File: config.mk
export PLATFORM = sky130hd
export DESIGN_NAME = usel_top
export DESIGN_NICKNAME = d
export VERILOG_FILES = /design/src/usel_pkg.sv /design/src/usel_rx_sync.sv /design/src/usel_idle_timer.sv /design/src/usel_top.sv
export SDC_FILE = /design/constraint.sdc
export NUM_CORES = 1
export LEC_CHECK = 0
export ABC_AREA = 1
export BUFFER_PORTS_ARGS = -buffer_cell sky130_fd_sc_hd__buf_2
export CAP_MARGIN = 5
export CORE_MARGIN = 2
export CORE_UTILIZATION = 41
export CTS_BUF_LIST = sky130_fd_sc_hd__clkbuf_16
export DETAILED_ROUTE_END_ITERATION = 7
export GPL_TIMING_DRIVEN = 0
export HOLD_SLACK_MARGIN = 0.15
export PLACE_DENSITY_LB_ADDON = 0.15
export SETUP_SLACK_MARGIN = 0.15
export SYNTH_ARGS = -nofsm -noshare
export SYNTH_HDL_FRONTEND = slang
export SYNTH_HIERARCHICAL = 1
export SYNTH_SLANG_ARGS = --single-unit
File: constraint.sdc
create_clock -name clock_in -period 1.3 [get_ports clock_in]
set_clock_uncertainty 0.05 [all_clocks]
set_input_delay 0.26 -clock clock_in [delete_from_list [all_inputs] [get_ports clock_in]]
set_output_delay 0.26 -clock clock_in [all_outputs]
set_load 0.05 [all_outputs]
File: src/usel_pkg.sv
// Shared constants for the serial port status and event logic
package usel_pkg;

  // Register byte offsets on the AXI4-Lite bus
  localparam logic [3:0] USEL_STATUS_OFF  = 4'h0;
  localparam logic [3:0] USEL_CONTROL_OFF = 4'h4;

  // Status register layout
  localparam int USEL_BIT_TX_SVC    = 0;
  localparam int USEL_BIT_RX_SVC    = 1;
  localparam int USEL_BIT_RX_IDLE   = 2;
  localparam int USEL_BIT_BRK_BEGIN = 3;
  localparam int USEL_BIT_BRK_END   = 4;
  localparam int USEL_BIT_FIFO_ERR  = 5;

  // Control register layout
  localparam int USEL_BIT_TX_IE = 0;
  localparam int USEL_BIT_RX_IE = 1;

  localparam logic [7:0] USEL_STATUS_RESET  = 8'h00;
  localparam logic [1:0] USEL_CONTROL_RESET = 2'h0;

  // FIFO thresholds
  localparam logic [3:0] USEL_TX_SVC_MAX = 4'h4;
  localparam logic [3:0] USEL_RX_SVC_SET = 4'h8;
  localparam logic [3:0] USEL_RX_EMPTY   = 4'h0;

  // Frame periods of silence before idle is reported
  localparam logic [1:0] USEL_IDLE_FRAMES = 2'h3;

  // AXI response codes
  localparam logic [1:0] USEL_RESP_OKAY   = 2'h0;
  localparam logic [1:0] USEL_RESP_SLVERR = 2'h2;

  // Register selector codes
  localparam logic [1:0] USEL_SEL_STATUS  = 2'h0;
  localparam logic [1:0] USEL_SEL_CONTROL = 2'h1;
  localparam logic [1:0] USEL_SEL_NONE    = 2'h2;

  // Break interlock states
  typedef enum logic [1:0] {
    USEL_BRK_OPEN   = 2'b01,
    USEL_BRK_LOCKED = 2'b10
  } usel_brk_type;

endpackage

File: src/usel_rx_sync.sv
// Receive pin synchroniser with two-stage agreement filter
`timescale 1ns/1ps
`default_nettype none
module usel_rx_sync
  import usel_pkg::*;
(
  input  wire logic clock_in,
  input  wire logic rst_n_in,
  input  wire logic pin_in,
  output var  logic level_out
);

  typedef struct packed {
    logic [2:0] stage;
    logic       level;
  } usel_sync_type;

  usel_sync_type s;
  usel_sync_type next_s;

  always_comb begin
    next_s = s;
    next_s.stage = {s.stage[1:0], pin_in};
    // Only stages two and three are compared; stage one may be metastable
    if (s.stage[1] == s.stage[2]) begin
      next_s.level = s.stage[2];
    end
  end

  always_ff @(posedge clock_in or negedge rst_n_in) begin
    if (!rst_n_in) begin
      s <= '{stage: 3'h7, level: 1'b1};
    end else begin
      s <= next_s;
    end
  end

  assign level_out = s.level;

endmodule // usel_rx_sync
`default_nettype wire

File: src/usel_idle_timer.sv
// Counts silent frame periods and flags receiver idle
`timescale 1ns/1ps
`default_nettype none
module usel_idle_timer
  import usel_pkg::*;
(
  input  wire logic clock_in,
  input  wire logic rst_n_in,
  input  wire logic armed_in,
  input  wire logic frame_done_in,
  input  wire logic frame_tick_in,
  output var  logic idle_pulse_out
);

  typedef struct packed {
    logic [1:0] count;
    logic       pulse;
  } usel_idle_type;

  usel_idle_type s;
  usel_idle_type next_s;

  always_comb begin
    next_s = s;
    next_s.pulse = 1'b0;
    if (!armed_in || frame_done_in) begin
      next_s.count = 2'h0;
    end else if (frame_tick_in && s.count != USEL_IDLE_FRAMES) begin
      next_s.count = s.count + 2'h1;
      // Fires once per silent stretch so a cleared bit is not re-set
      next_s.pulse = (s.count + 2'h1) == USEL_IDLE_FRAMES;
    end
  end

  always_ff @(posedge clock_in or negedge rst_n_in) begin
    if (!rst_n_in) begin
      s <= '{count: 2'h0, pulse: 1'b0};
    end else begin
      s <= next_s;
    end
  end

  assign idle_pulse_out = s.pulse;

endmodule // usel_idle_timer
`default_nettype wire

File: src/usel_top.sv
// Serial port status register, service requests and break detection
//
// Functional notes
// - Interrupt request tracks its status bit exactly
// - Sticky bits: hardware sets, write one clears
// - Flag writes have no effect
// - Transmit flag set at four or fewer
// - Transmit flag drives DMA and gated interrupt
// - Receive flag sets at eight entries
// - Receive flag clears below eight entries
// - Receive flag drives DMA and gated interrupt
// - Idle after three silent frames, nonempty
// - Idle interrupt gated by receive enable
// - Null frame with framing error begins break
// - Break: interrupt, store one null, discard rest
// - Begin re-arms only after end or disable
// - End of break on rising receive pin
// - End of break interrupts, reopens FIFO storage
// - End re-arms only after another begin
// - FIFO error flag interrupts, blocks receive DMA
`timescale 1ns/1ps
`default_nettype none
module usel_top
  import usel_pkg::*;
(
  input  wire logic        clock_in,
  input  wire logic        rst_n_in,
  // AXI4-Lite slave
  input  wire logic [3:0]  awaddr_in,
  input  wire logic        awvalid_in,
  output var  logic        awready_out,
  input  wire logic [31:0] wdata_in,
  input  wire logic [3:0]  wstrb_in,
  input  wire logic        wvalid_in,
  output var  logic        wready_out,
  output var  logic [1:0]  bresp_out,
  output var  logic        bvalid_out,
  input  wire logic        bready_in,
  input  wire logic [3:0]  araddr_in,
  input  wire logic        arvalid_in,
  output var  logic        arready_out,
  output var  logic [31:0] rdata_out,
  output var  logic [1:0]  rresp_out,
  output var  logic        rvalid_out,
  input  wire logic        rready_in,
  // Port status from the datapath
  input  wire logic [3:0]  tx_fifo_level_in,
  input  wire logic [3:0]  rx_fifo_level_in,
  input  wire logic        transmitter_enable_in,
  input  wire logic        receiver_enable_in,
  input  wire logic        rx_pin_in,
  input  wire logic        frame_done_in,
  input  wire logic        frame_null_in,
  input  wire logic        frame_framing_err_in,
  input  wire logic        frame_tick_in,
  input  wire logic        rx_tail_error_in,
  // Requests
  output var  logic        tx_dma_req_out,
  output var  logic        rx_dma_req_out,
  output var  logic        irq_out,
  output var  logic        frame_store_out
);

  typedef struct packed {
    logic         aw_held;
    logic [3:0]   aw_addr;
    logic         w_held;
    logic [7:0]   w_data;
    logic         w_low;
    logic         awready;
    logic         wready;
    logic         bvalid;
    logic [1:0]   bresp;
    logic         arready;
    logic         rvalid;
    logic [1:0]   rresp;
    logic [31:0]  rdata;
    logic         tx_flag;
    logic         rx_flag;
    logic         rx_idle;
    logic         brk_begin;
    logic         brk_end;
    logic         fifo_err;
    logic         tx_ie;
    logic         rx_ie;
    usel_brk_type brk;
    logic         line_prev;
    logic         tx_dma;
    logic         rx_dma;
    logic         irq;
    logic         store;
  } usel_state_type;

  usel_state_type s;
  usel_state_type next_s;

  logic [1:0] rst_sync;
  logic       rst_n;
  logic       line_level;
  logic       idle_pulse;
  logic       do_write;
  logic [7:0] stat_w1c;
  logic       null_fe;
  logic       line_rise;

  function automatic logic [1:0] reg_sel(input logic [3:0] addr);
    unique case (addr)
      USEL_STATUS_OFF:  reg_sel = USEL_SEL_STATUS;
      USEL_CONTROL_OFF: reg_sel = USEL_SEL_CONTROL;
      default:          reg_sel = USEL_SEL_NONE;
    endcase
  endfunction

  // Reset is released through two flops to avoid recovery hazards
  always_ff @(posedge clock_in or negedge rst_n_in) begin
    if (!rst_n_in) begin
      rst_sync <= 2'h0;
    end else begin
      rst_sync <= {rst_sync[0], 1'b1};
    end
  end
  assign rst_n = rst_sync[1];

  usel_rx_sync u_rx_sync (
    .clock_in  (clock_in),
    .rst_n_in  (rst_n),
    .pin_in    (rx_pin_in),
    .level_out (line_level)
  );

  usel_idle_timer u_idle_timer (
    .clock_in       (clock_in),
    .rst_n_in       (rst_n),
    .armed_in       (receiver_enable_in && rx_fifo_level_in != USEL_RX_EMPTY),
    .frame_done_in  (frame_done_in),
    .frame_tick_in  (frame_tick_in),
    .idle_pulse_out (idle_pulse)
  );

  assign do_write  = s.aw_held && s.w_held && !s.bvalid;
  assign null_fe   = frame_done_in && frame_null_in && frame_framing_err_in && receiver_enable_in;
  assign line_rise = line_level && !s.line_prev;

  always_comb begin
    next_s = s;
    stat_w1c = 8'h00;

    // Write address and data are taken independently, in either order
    if (awvalid_in && s.awready) begin
      next_s.aw_held = 1'b1;
      next_s.aw_addr = awaddr_in;
    end
    if (wvalid_in && s.wready) begin
      next_s.w_held = 1'b1;
      next_s.w_data = wdata_in[7:0];
      next_s.w_low  = wstrb_in[0];
    end
    if (s.bvalid && bready_in) begin
      next_s.bvalid = 1'b0;
    end
    if (do_write) begin
      next_s.aw_held = 1'b0;
      next_s.w_held  = 1'b0;
      next_s.bvalid  = 1'b1;
      next_s.bresp   = USEL_RESP_OKAY;
      unique case (reg_sel(s.aw_addr))
        USEL_SEL_STATUS: begin
          if (s.w_low) begin
            stat_w1c = s.w_data;
          end
        end
        USEL_SEL_CONTROL: begin
          if (s.w_low) begin
            next_s.tx_ie = s.w_data[USEL_BIT_TX_IE];
            next_s.rx_ie = s.w_data[USEL_BIT_RX_IE];
          end
        end
        default: begin
          next_s.bresp = USEL_RESP_SLVERR;
        end
      endcase
    end
    next_s.awready = !next_s.aw_held;
    next_s.wready  = !next_s.w_held;

    // Read answers one cycle after the address is taken
    if (s.rvalid && rready_in) begin
      next_s.rvalid = 1'b0;
    end
    if (arvalid_in && s.arready) begin
      next_s.rvalid = 1'b1;
      next_s.rresp  = USEL_RESP_OKAY;
      next_s.rdata  = 32'h0000_0000;
      unique case (reg_sel(araddr_in))
        USEL_SEL_STATUS: begin
          next_s.rdata[USEL_BIT_TX_SVC]    = s.tx_flag;
          next_s.rdata[USEL_BIT_RX_SVC]    = s.rx_flag;
          next_s.rdata[USEL_BIT_RX_IDLE]   = s.rx_idle;
          next_s.rdata[USEL_BIT_BRK_BEGIN] = s.brk_begin;
          next_s.rdata[USEL_BIT_BRK_END]   = s.brk_end;
          next_s.rdata[USEL_BIT_FIFO_ERR]  = s.fifo_err;
        end
        USEL_SEL_CONTROL: begin
          next_s.rdata[USEL_BIT_TX_IE] = s.tx_ie;
          next_s.rdata[USEL_BIT_RX_IE] = s.rx_ie;
        end
        default: begin
          next_s.rresp = USEL_RESP_SLVERR;
        end
      endcase
    end
    next_s.arready = !next_s.rvalid;

    // Flags follow hardware only; status writes never reach them
    next_s.tx_flag = transmitter_enable_in && tx_fifo_level_in <= USEL_TX_SVC_MAX;
    // Fixed thresholds chosen inside the tolerated window
    next_s.rx_flag = receiver_enable_in && rx_fifo_level_in >= USEL_RX_SVC_SET;
    next_s.fifo_err = rx_tail_error_in;

    // Sticky bits: a set in the same cycle as a clear wins
    next_s.rx_idle   = (s.rx_idle   && !stat_w1c[USEL_BIT_RX_IDLE]) || idle_pulse;
    next_s.brk_begin = s.brk_begin && !stat_w1c[USEL_BIT_BRK_BEGIN];
    next_s.brk_end   = s.brk_end   && !stat_w1c[USEL_BIT_BRK_END];

    next_s.line_prev = line_level;
    next_s.store     = frame_done_in && receiver_enable_in;

    unique case (s.brk)
      USEL_BRK_OPEN: begin
        if (null_fe) begin
          next_s.brk       = USEL_BRK_LOCKED;
          next_s.brk_begin = 1'b1;
        end
      end
      USEL_BRK_LOCKED: begin
        if (null_fe) begin
          next_s.store = 1'b0;
        end
        if (!receiver_enable_in) begin
          next_s.brk = USEL_BRK_OPEN;
        end else if (line_rise) begin
          next_s.brk     = USEL_BRK_OPEN;
          next_s.brk_end = 1'b1;
        end
      end
      default: begin
        next_s.brk = USEL_BRK_OPEN;
      end
    endcase

    // Requests use next values so they change with their bits
    next_s.tx_dma = next_s.tx_flag;
    next_s.rx_dma = next_s.rx_flag && !next_s.fifo_err;
    next_s.irq    = (next_s.tx_flag && next_s.tx_ie)
                 || (next_s.rx_flag && next_s.rx_ie)
                 || (next_s.rx_idle && next_s.rx_ie)
                 || next_s.brk_begin || next_s.brk_end || next_s.fifo_err;
  end

  always_ff @(posedge clock_in or negedge rst_n) begin
    if (!rst_n) begin
      s <= '{aw_held: 1'b0, aw_addr: 4'h0, w_held: 1'b0, w_data: 8'h00, w_low: 1'b0,
             awready: 1'b1, wready: 1'b1, bvalid: 1'b0, bresp: USEL_RESP_OKAY,
             arready: 1'b1, rvalid: 1'b0, rresp: USEL_RESP_OKAY, rdata: 32'h0000_0000,
             tx_flag: USEL_STATUS_RESET[USEL_BIT_TX_SVC], rx_flag: USEL_STATUS_RESET[USEL_BIT_RX_SVC],
             rx_idle: USEL_STATUS_RESET[USEL_BIT_RX_IDLE], brk_begin: USEL_STATUS_RESET[USEL_BIT_BRK_BEGIN],
             brk_end: USEL_STATUS_RESET[USEL_BIT_BRK_END], fifo_err: USEL_STATUS_RESET[USEL_BIT_FIFO_ERR],
             tx_ie: USEL_CONTROL_RESET[USEL_BIT_TX_IE], rx_ie: USEL_CONTROL_RESET[USEL_BIT_RX_IE],
             brk: USEL_BRK_OPEN, line_prev: 1'b1,
             tx_dma: 1'b0, rx_dma: 1'b0, irq: 1'b0, store: 1'b0};
    end else begin
      s <= next_s;
    end
  end

  assign awready_out     = s.awready;
  assign wready_out      = s.wready;
  assign bvalid_out      = s.bvalid;
  assign bresp_out       = s.bresp;
  assign arready_out     = s.arready;
  assign rvalid_out      = s.rvalid;
  assign rresp_out       = s.rresp;
  assign rdata_out       = s.rdata;
  assign tx_dma_req_out  = s.tx_dma;
  assign rx_dma_req_out  = s.rx_dma;
  assign irq_out         = s.irq;
  assign frame_store_out = s.store;

  a_irq_tracks_bits: assert property (@(posedge clock_in) disable iff (!rst_n)
    irq_out == ((s.tx_flag && s.tx_ie) || (s.rx_flag && s.rx_ie) || (s.rx_idle && s.rx_ie)
                || s.brk_begin || s.brk_end || s.fifo_err))
    else $error("Interrupt does not follow status bits");

  a_w1c_zero_keeps: assert property (@(posedge clock_in) disable iff (!rst_n)
    (do_write && s.brk_begin && !stat_w1c[USEL_BIT_BRK_BEGIN]) |=> s.brk_begin)
    else $error("Writing zero cleared break begin");

  a_w1c_one_clears: assert property (@(posedge clock_in) disable iff (!rst_n)
    (stat_w1c[USEL_BIT_BRK_END] && !(s.brk == USEL_BRK_LOCKED && line_rise && receiver_enable_in))
    |=> !s.brk_end)
    else $error("Writing one did not clear break end");

  a_tx_flag_level: assert property (@(posedge clock_in) disable iff (!rst_n)
    ##1 s.tx_flag == $past(transmitter_enable_in && tx_fifo_level_in <= 4'h4))
    else $error("Transmit flag wrong for fill level");

  a_rx_flag_level: assert property (@(posedge clock_in) disable iff (!rst_n)
    ##1 s.rx_flag == $past(receiver_enable_in && rx_fifo_level_in >= 4'h8))
    else $error("Receive flag wrong for fill level");

  a_tx_dma_req: assert property (@(posedge clock_in) disable iff (!rst_n)
    tx_dma_req_out == s.tx_flag)
    else $error("Transmit DMA request not tied to flag");

  a_rx_dma_req: assert property (@(posedge clock_in) disable iff (!rst_n)
    rx_dma_req_out == (s.rx_flag && !s.fifo_err))
    else $error("Receive DMA request wrong");

  a_idle_sets: assert property (@(posedge clock_in) disable iff (!rst_n)
    idle_pulse |=> s.rx_idle)
    else $error("Idle pulse did not set idle status");

  a_begin_needs_open: assert property (@(posedge clock_in) disable iff (!rst_n)
    $rose(s.brk_begin) |-> $past(s.brk) == USEL_BRK_OPEN && s.brk == USEL_BRK_LOCKED)
    else $error("Break begin set while interlocked");

  a_null_discard: assert property (@(posedge clock_in) disable iff (!rst_n)
    (null_fe && s.brk == USEL_BRK_LOCKED) |=> !frame_store_out)
    else $error("Repeated null frame was stored");

  a_end_on_rise: assert property (@(posedge clock_in) disable iff (!rst_n)
    $rose(s.brk_end) |-> $past(s.brk) == USEL_BRK_LOCKED && s.brk == USEL_BRK_OPEN)
    else $error("Break end without interlock");

endmodule // usel_top
`default_nettype wire

### Word level (Yosys, flattened, before mapping)

Index checks and enable logic that the tools add are counted.

* register bits after elaboration: 53
* input bits: 67
* output and inout bits: 45
* logic and storage cells: 131

* $add $sub $neg: 1
* $lt $le $gt $ge: 2
* equality and inequality tests: 11
* muxes and demuxes: 36
* reduce and logical (&&, ||, !) cells: 50

Operators by type and width (count)
* two-way mux 35 bit: 1
* logical AND 1 bit: 23
* two-way mux 2 bit: 11
* two-way mux 5 bit: 4
* case mux 2 bit (2 select lines): 4
* two-way mux 1 bit: 12
* logical NOT 1 bit: 10
* two-way mux 10 bit: 1
* equality test 4 x 3 -> 1 bit, second input constant: 2
* logical NOT 4 bit: 2
* logical OR 1 bit: 7
* equality test 2 x 1 -> 1 bit, second input constant: 3
* two-way mux 3 bit: 2
* equality test 2 bit, second input constant: 2
* greater-or-equal comparator 4 bit, second input constant: 1
* less-or-equal comparator 4 x 3 -> 1 bit, second input constant: 1
* logical NOT 2 bit: 2
* two-way mux 4 bit: 1
* != test 2 bit, second input constant: 2
* nonzero test 2 bit: 2
* nonzero test 4 bit: 1
* OR reduction 2 bit: 2
* != test 3 bit, second input constant: 1
* adder 2 x 1 -> 2 bit, second input constant: 1
* 2 further kinds: 2

### Longest topological paths before layout

Gate-level depths: netlist (run 1).

* depth in word-level cells: 14
* gate-level depth with buffers: 8
* depth with buffers taken out: 8

### Cells and area by module

Netlist (run 1), hierarchy kept.

By module, submodules not included
* usel_top: times used 1, cells an instance 210, area an instance 1915.6 µm², sequential area each 1032.2 µm²
* usel_idle_timer: times used 1, cells an instance 22, area an instance 173.9 µm², sequential area each 75.1 µm²
* usel_rx_sync: times used 1, cells an instance 8, area an instance 121.4 µm², sequential area each 105.1 µm²

### Worst setup path after synthesis (run 1)

Ideal clock, no wire load.

* kind: register to register
* start: register s, in the netlist arready_out
* end: register s, in the netlist rdata_out[1]
* library setup time: 87 ps
* arrival time: 1252 ps
* data required time: 1163 ps
* path slack: -89 ps
* cell stages (with the launch flop): 5
* buffers on the path: 0
* clock period less this slack: 1389 ps
* cell sequence: dfstp_2 -> nand2_1 -> inv_2 -> nand4_1 -> o211ai_1

* word-level cells in the longest chain between the ends: 1

RTL lines
* from (decl): RTL line usel_top.sv:94 `usel_state_type s;`
* from (signal assigned): RTL line usel_top.sv:262 `s <= '{aw_held: 1'b0, aw_addr: 4'h0, w_held: 1'b0, w_data: 8'h00, w_low: 1'b0,`
* from (signal assigned): RTL line usel_top.sv:272 `s <= next_s;`
* logical AND 1 bit: RTL line usel_top.sv:190 `if (arvalid_in && s.arready) begin`

Every way passes these cells.
A chain may end at the register's enable or synchronous reset.

### Worst setup path after layout (run 1)

* start: register s, in the netlist arready_out
* end: output port arready_out

RTL lines
* to (decl): RTL line usel_top.sv:41 `output var logic arready_out,`

No word-level cell between the ends.

==> flow_summary.toml, run 1 <==
[sta]
fin_hold_ws_ns = 0.155
grt_setup_unrepaired = "yes"
tns_ns = 0
slew_violations = 0
hold_viol = 0
fin_crit_ns = 1.30
max_freq_ghz = 0.769
setup_viol = 0
slew_headroom_pct = 62.0
tightest_slew_ns = 0.569
timing.final.crit_share_pct = 100

[yosys]
yosysTopAreaCell = "dfrtp_1"
ys_ff_latch = 48
syn_avg_cell_area_um2 = 9.21
ys_types = 26
yosys_warnings = 6
yosysSeqAreaShare_pct = 54.8
synth_top_cell_area_share_pct = 44.1
synth.area.top_cells = "dfrtp_1 (44%), buf_4 (12%), dfstp_2 (11%)"
postSynthCellCount = 240
syn-cell-area_um2 = 2210

[clocking]
root_buffer = "clkbuf_16"
cts_tree = "built"
insertion_delay_ns = 0.29
clk_path_buf_depth = 2
path_clk_slew_ns = 0.06
cts_max_level = 2
numCtsBuffers = 5
clock_sinks = 48

[cells_and_area]
areaGrowthSynthToFinish_pct = 55.7
diodes = 0
design_area_um2 = 3440
finalNetCount = 429
post-route-util_pct = 67.0
drive_gt1_share_pct = 45.2

[placed_design]
portBuffers = 53
hpwl_mm = 2.85
gp_congestion = 0.754
place_area_um2 = 2690

[die]
ios = 112
die_area_um2 = 6000
coreArea_um2 = 5140
num_rows = 26
die_w_um = 77.4
die_h_um = 77.4
initial_core_util_pct = 43.0

[drt]
route.detailed.drc = 0
initialDrtViolationCount = 55
first_pass_iters = 4
drt-total-wl_mm = 4.35
vias = 1802
wl_per_cell_um = 10.1
via_per_inst = 4.18
drtAntennaViolNets = 0

[run]
drv_cap = 0

[global_route]
grt_max_degree = 47
grt_pass1_vias = 1629
grtUsageTotal_pct = 14.7
antenna_found_initial = 0
grt.met1_usage_pct = 16.2
grt_pass1_wl_mm = 6.90
use_met3_pct = 3.95
gr-usage-met2_pct = 26.8
overflow = 0
busiest_layer = "met2"

[min_path]
hp-class = "input pin to register"

[worst_setup_path]
crit_family = "flip-flops"
cp_max_fo = 2
path_cells = "buf_8"
required_ns = 0.99
cp-start-kind = "register"
cp_slowest_cell = "dfstp_2"
path_buf_inv = 1
arrival_ns = 0.99
crit_path_end_kind = "output pin"
slowest_delay_ns = 0.56
setup.worst_path.class = "register to output pin"

[power]
p_leak_nw = 1.77
ir_worst_vdd_uv = 1240
p_per_area_nw_per_um2 = 1700

[outcome]
outcome = "finished clean"
==> layout by cell type, fill, tap and decap left out, types with 2 or more instances in the layout <==
master / instances
nand4_1: 2
conb_1: 29
inv_1: 25
ha_1: 2
nand2_4: 2
nand3_4: 2
a31oi_1: 4
buf_4: 39
dlygate4sd3_1: 17
nand3_2: 2
o211ai_1: 2
o21ai_1: 4
inv_2: 4
nand2_1: 46
nor2_4: 2
o21ai_0: 7
nor2_1: 11
buf_6: 19
o21ai_2: 5
buf_2: 36
nand2_2: 8
nand3_1: 10
nor2_2: 6
dfstp_2: 9
dfrtp_1: 34
dfrtp_2: 4
clkbuf_16: 5
buf_8: 11
==> cell families after synthesis <==
| logic type | Yosys count | synth area share [%] |
|---|---|---|
| AOI/OAI and AO/OA | 26 | 7.07 |
| adders and majority gates | 2 | 1.13 |
| buffers and inverters | 67 | 17.5 |
| DFF | 48 | 54.8 |
| other | 2 | 0.340 |
| and+or+nand+nor | 95 | 19.1 |
==> path summary, 6_finish.rpt <==
path                          endpoint    startpoint  slack (ns)  depth (start not counted)
setup / recovery           arready_out   arready_out      0.0002                          1
hold / removal                   s[67]  awaddr_in[1]        0.15                          3
setup reg to reg               irq_out    bvalid_out        0.04                          7
hold reg to reg                   s[6]   rst_sync[1]        0.28                          0
max in group asynchronous   bvalid_out   rst_sync[1]        0.51                          0
min in group asynchronous  rst_sync[1]      rst_n_in        0.22                          2
==> stage by stage <==
stage                     power, W  setup slack (ns)  cells
final                      0.00586          0.000193    431
after global routing       0.00619           -0.0404    431
after CTS                  0.00563           0.00804    425
after detailed placement   0.00373           0.00511    390
after global placement     0.00371           0.00277    390
after floorplan            0.00340            0.0258    267
==> where the power goes <==
part | internal, W | leakage, nW | switching [W]
clock network | 0.000903 | 0.0814 | 0.000534
logic | 0.000954 | 1.12 | 0.00123
registers | 0.00191 | 0.568 | 0.000328
total | 0.00376 | 1.77 | 0.00210
==> cells in the mapped netlist <==
cell type  count
o21bai_1       1
inv_2          5
o21ai_2        2
nand2_2        1
nand3b_1       1
o21ai_1        1
nand4_1        2
buf_4         36
a31oi_1        4
o41a_1         1
nor4_1         1
nand3_2        2
inv_1         26
dfstp_2        9
nor2_2         3
ha_1           2
nor2_1        14
nand3_1       12
o21ai_0       13
dfrtp_1       39
and2_1         1
nor2_4         2
o211ai_1       2
conb_1         2
nand2_1       56
a21oi_1        2
==> registers in the layout, indices dropped and copies added, names as in the netlist, 2 cells and up <==
register / cells
rdata_out: 6
u_rx_sync/next_s: 2
u_idle_timer/s: 2
rst_sync: 2
s: 22
==> repair_timing <==
item | CTS | global route
setup buffers | 10 | 6
resized for setup | 56 | 35
endpoints found under the setup margin | 34 | 34
hold buffers | 17 | 0
endpoints found under the hold margin | 18 | 0
pin swaps | 2 | 17
==> per-layer routing <==
layer | vias up | wire, µm
met5 | - | 0
met4 | 0 | 57
met3 | 5 | 244
met2 | 58 | 2320
met1 | 813 | 1730
li1 | 926 | -
==> area by class of cell <==
cell class	count	area, µm²
Inverter	31	129
Fill cell	415	1700
Clock inverter	3	42.5
Tap cell	70	87.6
Timing Repair Buffer	86	722
Multi-Input combinational cell	152	816
Buffer	36	300
Sequential cell	48	1220
Clock buffer	5	125
Power figures use the tool's default switching activity.
==> inputs of run 2 (changes only) <==
GPL_TIMING_DRIVEN = not set   (was 0)
==> flow_summary.toml, run 2 (synthesized netlist as in run 1, its figures left out) <==
[cells_and_area]
mostFrequentLayoutCells = "nand2_1 (50), dfrtp_1 (36), buf_2 (36)"
final_common_cell = "nand2_1"
areaGrowthSynthToFinish_pct = 38.0
seq_area_um2 = 1220
nFillCells = 461
largest-register = "s"
largest_reg_flops = 22
finalNetCount = 393
drive_gt1_share_pct = 35.4
finalNonFillerCells = 395
diodes = 0
multi_input_area_um2 = 782

[die]
die_w_um = 77.4
coreArea_um2 = 5140
initial_core_util_pct = 43.0
die_h_um = 77.4
num_rows = 26
die_area_um2 = 6000
ios = 112

[sta]
fin_crit_ns = 1.29
setup_slack_ns = 0.00666
max_freq_ghz = 0.773
timing.final.crit_share_pct = 99.5
slew_violations = 0
grt_setup_unrepaired = "yes"
setup_viol = 0
hold_viol = 0

[drt]
initialDrtViolationCount = 106
wl_per_cell_um = 10.7
drt-total-wl_mm = 4.21
first_pass_iters = 5
drtAntennaViolNets = 0
via_per_inst = 4.26
vias = 1682
route.detailed.drc = 0

[clocking]
numCtsBuffers = 5
insertion_delay_ns = 0.28
root_buffer = "clkbuf_16"
cts_max_level = 2
path_clk_slew_ns = 0.06
clk_path_buf_depth = 2
clock_sinks = 48
cts.hold.buffers_added = 16
cts_tree = "built"

[global_route]
grt_pass1_wl_mm = 6.71
overflow = 0
grtUsageTotal_pct = 14.4
grt_pass1_vias = 1574
antenna_found_initial = 0
grt_max_degree = 22

[placed_design]
gp_congestion = 0.734
place_ws_ns = 0.0216
portBuffers = 53
place_inst = 358
hpwl_mm = 2.90

[run]
drv_cap = 0

[worst_setup_path]
crit_path_end_kind = "output pin"
cp-start-kind = "register"
path_buf_inv = 1
arrival_ns = 0.98
cp_max_fo = 2
worstSetupPathDepth = 1
setup.worst_path.class = "register to output pin"
reg2reg_setup_slack_ns = 0.03
crit_family = "flip-flops"
slowest_delay_ns = 0.56
worst-r2r-cell-count = 8
path_cells = "buf_8"
cp_slowest_cell = "dfstp_2"
required_ns = 0.99

[power]
ir_worst_vdd_uv = 880
p_leak_nw = 1.54
p_per_area_nw_per_um2 = 1740

[min_path]
hp-class = "register to async pin"

[outcome]
outcome = "finished clean"
==> run 2: cell types whose count changed in the layout (fill, tap and decap cells not counted), moves of 2 or more <==
| cell | before | now |
|---|---|---|
| nand3_2 | 2 | 0 |
| inv_1 | 25 | 27 |
| buf_6 | 19 | 16 |
| buf_4 | 39 | 12 |
| nand2_2 | 8 | 5 |
| nand2_1 | 46 | 50 |
| nand3_1 | 10 | 12 |
| o21ai_2 | 5 | 3 |
| o21ai_1 | 4 | 7 |
| dfrtp_1 | 34 | 36 |
| buf_8 | 11 | 4 |
==> run 2: worst paths after layout <==
path	from	to
max reg2reg	bvalid_out	irq_out
min in group clock_in	awaddr_in[3]	s[69]
max	arready_out	arready_out
min	rst_sync[1]	s[58]
max in group asynchronous	rst_sync[1]	s[5]
min reg2reg	rst_sync[1]	s[58]
==> run 2: report_power, final <==
part           internal [W]  switching (W)
Combinational      0.000749        0.00118
Clock              0.000695       0.000491
Sequential          0.00190       0.000304
Total               0.00334        0.00198
==> run 2: final cells by class <==
class / instances / area share (%)
Clock buffer: 5 / 4.10
Clock inverter: 3 / 0.410
Inverter: 31 / 4.22
Multi-Input combinational cell: 152 / 25.6
Sequential cell: 48 / 39.9
Tap cell: 70 / 2.87
Timing Repair Buffer: 85 / 22.6
Timing Repair inverter: 1 / 0.287
==> run 2: metrics by stage <==
stage	setup TNS (ns)	utilization (%)	total power, W	hold WS (ns)	cell area, µm²
floorplan	0	-	0.00340	-0.0856	2340
global placement	0	47.9	0.00365	-0.00312	2460
detailed placement	0	47.9	0.00367	-0.00220	2460
CTS	0	57.1	0.00520	0.122	2940
global route	-0.0958	59.4	0.00566	0.139	3050
finish	0	59.4	0.00532	0.110	3050
==> run 2: routing by layer <==
metal / track usage [%] / vias to the layer above / share of wire, %
met2: 25.3 / 50 / 52
met1: 16.0 / 771 / 42
met3: 5.12 / 6 / 4.1
met4: 5.18 / 0 / 1.4
met5: 0 / - / 0
li1: - / 855 / -
==> run 2: repair_timing <==
item	CTS	global route
endpoints found under the hold margin	26	9
gates resized for setup	38	24
endpoints found under the setup margin	19	34
buffers inserted	6	6
cloned	1	0
pin swaps	2	6
==> inputs of run 3 (changes only) <==
RECOVER_POWER = 100   (was not set)
==> flow_summary.toml, run 3 (synthesized netlist as in run 1, its figures left out) <==
[outcome]
outcome = "finished clean"

[clocking]
clk_path_buf_depth = 2
numCtsBuffers = 5
insertion_delay_ns = 0.28
cts_tree = "built"
cts.hold.buffers_added = 16
cts_max_level = 2
path_clk_slew_ns = 0.06
clock_sinks = 48
root_buffer = "clkbuf_16"

[die]
ios = 112
die_w_um = 77.4
die_area_um2 = 6000
die_h_um = 77.4
num_rows = 26
coreArea_um2 = 5140
initial_core_util_pct = 43.0

[global_route]
grt_pass1_wl_mm = 6.71
grtUsageTotal_pct = 14.4
overflow = 0
grt_pass1_vias = 1574
grt_max_degree = 22
antenna_found_initial = 0

[worst_setup_path]
reg2reg_setup_slack_ns = 0.03
required_ns = 0.99
slowest_delay_ns = 0.55
timing.rr.start = "bvalid_out"
cp-start-kind = "register"
crit_family = "flip-flops"
worst-r2r-cell-count = 8
arrival_ns = 0.98
crit_path_end_kind = "output pin"
cp_max_fo = 2
path_cells = "buf_8"
worstSetupPathDepth = 1
setup.worst_path.class = "register to output pin"
path_buf_inv = 1
cp_slowest_cell = "dfstp_1"
r2r_end = "irq_out"

[cells_and_area]
finalNetCount = 393
largest_reg_flops = 22
largest-register = "s"
diodes = 0
finalNonFillerCells = 395
nFillCells = 469
mostFrequentLayoutCells = "nand2_1 (50), dfrtp_1 (37), buf_2 (34)"
drive_gt1_share_pct = 31.4
final_common_cell = "nand2_1"
areaGrowthSynthToFinish_pct = 36.4

[drt]
first_pass_iters = 5
wl_per_cell_um = 10.7
vias = 1680
drt-total-wl_mm = 4.21
via_per_inst = 4.25
route.detailed.drc = 0
drtAntennaViolNets = 0
initialDrtViolationCount = 117

[min_path]
hp-class = "register to async pin"

[power]
pwr-share-seq_pct = 41.5
p_leak_nw = 1.52
ir_worst_vdd_uv = 856
power.switching_w = 0.00197
clkPwrFrac_pct = 22.5
p_per_area_nw_per_um2 = 1750
p_comb_share_pct = 36.0
internal-power_w = 0.00332
sw_frac_of_total_pct = 37.2

[sta]
setup_slack_ns = 0.00608
setup_viol = 0
hold_viol = 0
grt_setup_unrepaired = "yes"
fin_crit_ns = 1.29
tightest_slew_ns = 0.502
timing.final.crit_share_pct = 99.5
slew_headroom_pct = 66.5
tns_ns = 0
slew_violations = 0
max_freq_ghz = 0.773

[run]
drv_cap = 0

[placed_design]
place_inst = 358
place_ws_ns = 0.0216
portBuffers = 53
hpwl_mm = 2.90
gp_congestion = 0.734
run 3: cell count changes in the layout (fill, tap and decap cells not counted), moves of 2 or more:
| cell | change |
|---|---|
| dfstp_2 | -4 |
| buf_4 | -2 |
| clkbuf_1 | +5 |
| buf_2 | -2 |
| inv_1 | +2 |
| dfstp_1 | +4 |
run 3: how the worst max path moves through the flow:
stage	startpoint	endpoint	slack (ns)
4_1_cts	s[67]	irq_out	0.01
3_5_place_dp	bvalid_out	irq_out	0.02
5_1_grt	s[67]	irq_out	-0.06
6_report	wready_out	wready_out	0.006
3_3_place_gp	bvalid_out	irq_out	0.03
2_1_floorplan	arready_out	rdata_out[1]	0.03
run 3: area by class of cell:
cell class                 count  area [µm²]  area share (%)
tap                           70        87.6            2.90
clock buffer                   5         125            4.15
inverter                      31         124            4.11
timing repair buffer          85         664            22.0
timing repair inverter         1        8.76           0.290
clock inverter                 3        12.5           0.415
sequential                    48        1210            40.3
multi-input combinational    152         779            25.8
run 3: through the flow:
| step | hold slack [ns] | instance area, µm² | utilization (%) | total power (W) |
|---|---|---|---|---|
| after global placement | -0.00312 | 2460 | 47.9 | 0.00365 |
| after floorplan | -0.0856 | 2340 | - | 0.00340 |
| after global routing | 0.180 | 3020 | 58.7 | 0.00562 |
| final | 0.152 | 3020 | 58.7 | 0.00528 |
| after detailed placement | -0.00220 | 2460 | 47.9 | 0.00367 |
| after CTS | 0.122 | 2940 | 57.1 | 0.00520 |
run 3: repair_timing:
action                                  CTS  global route
pin swaps                                 2             6
hold endpoints to repair                 26             9
resized for setup                        38            24
endpoints found under the setup margin   19            34
gates cloned                              1             0
buffers inserted                          6             6
run 3: layer usage:
layer / vias to the layer above / wire length [µm] / global-route usage [%]
met1: 771 / 1790 / 16.0
li1: 852 / - / -
met5: - / 0 / 0
met4: 0 / 62 / 5.18
met3: 6 / 178 / 5.12
met2: 51 / 2180 / 25.3
run 3: power by group through the flow:
stage	Sequential, W	Clock (W)	Combinational [W]
after global placement	0.00219	0	0.00146
after CTS	0.00220	0.00122	0.00178
after floorplan	0.00238	0	0.00102
after global routing	0.00225	0.00130	0.00208
final	0.00219	0.00119	0.00190
after detailed placement	0.00220	0	0.00148
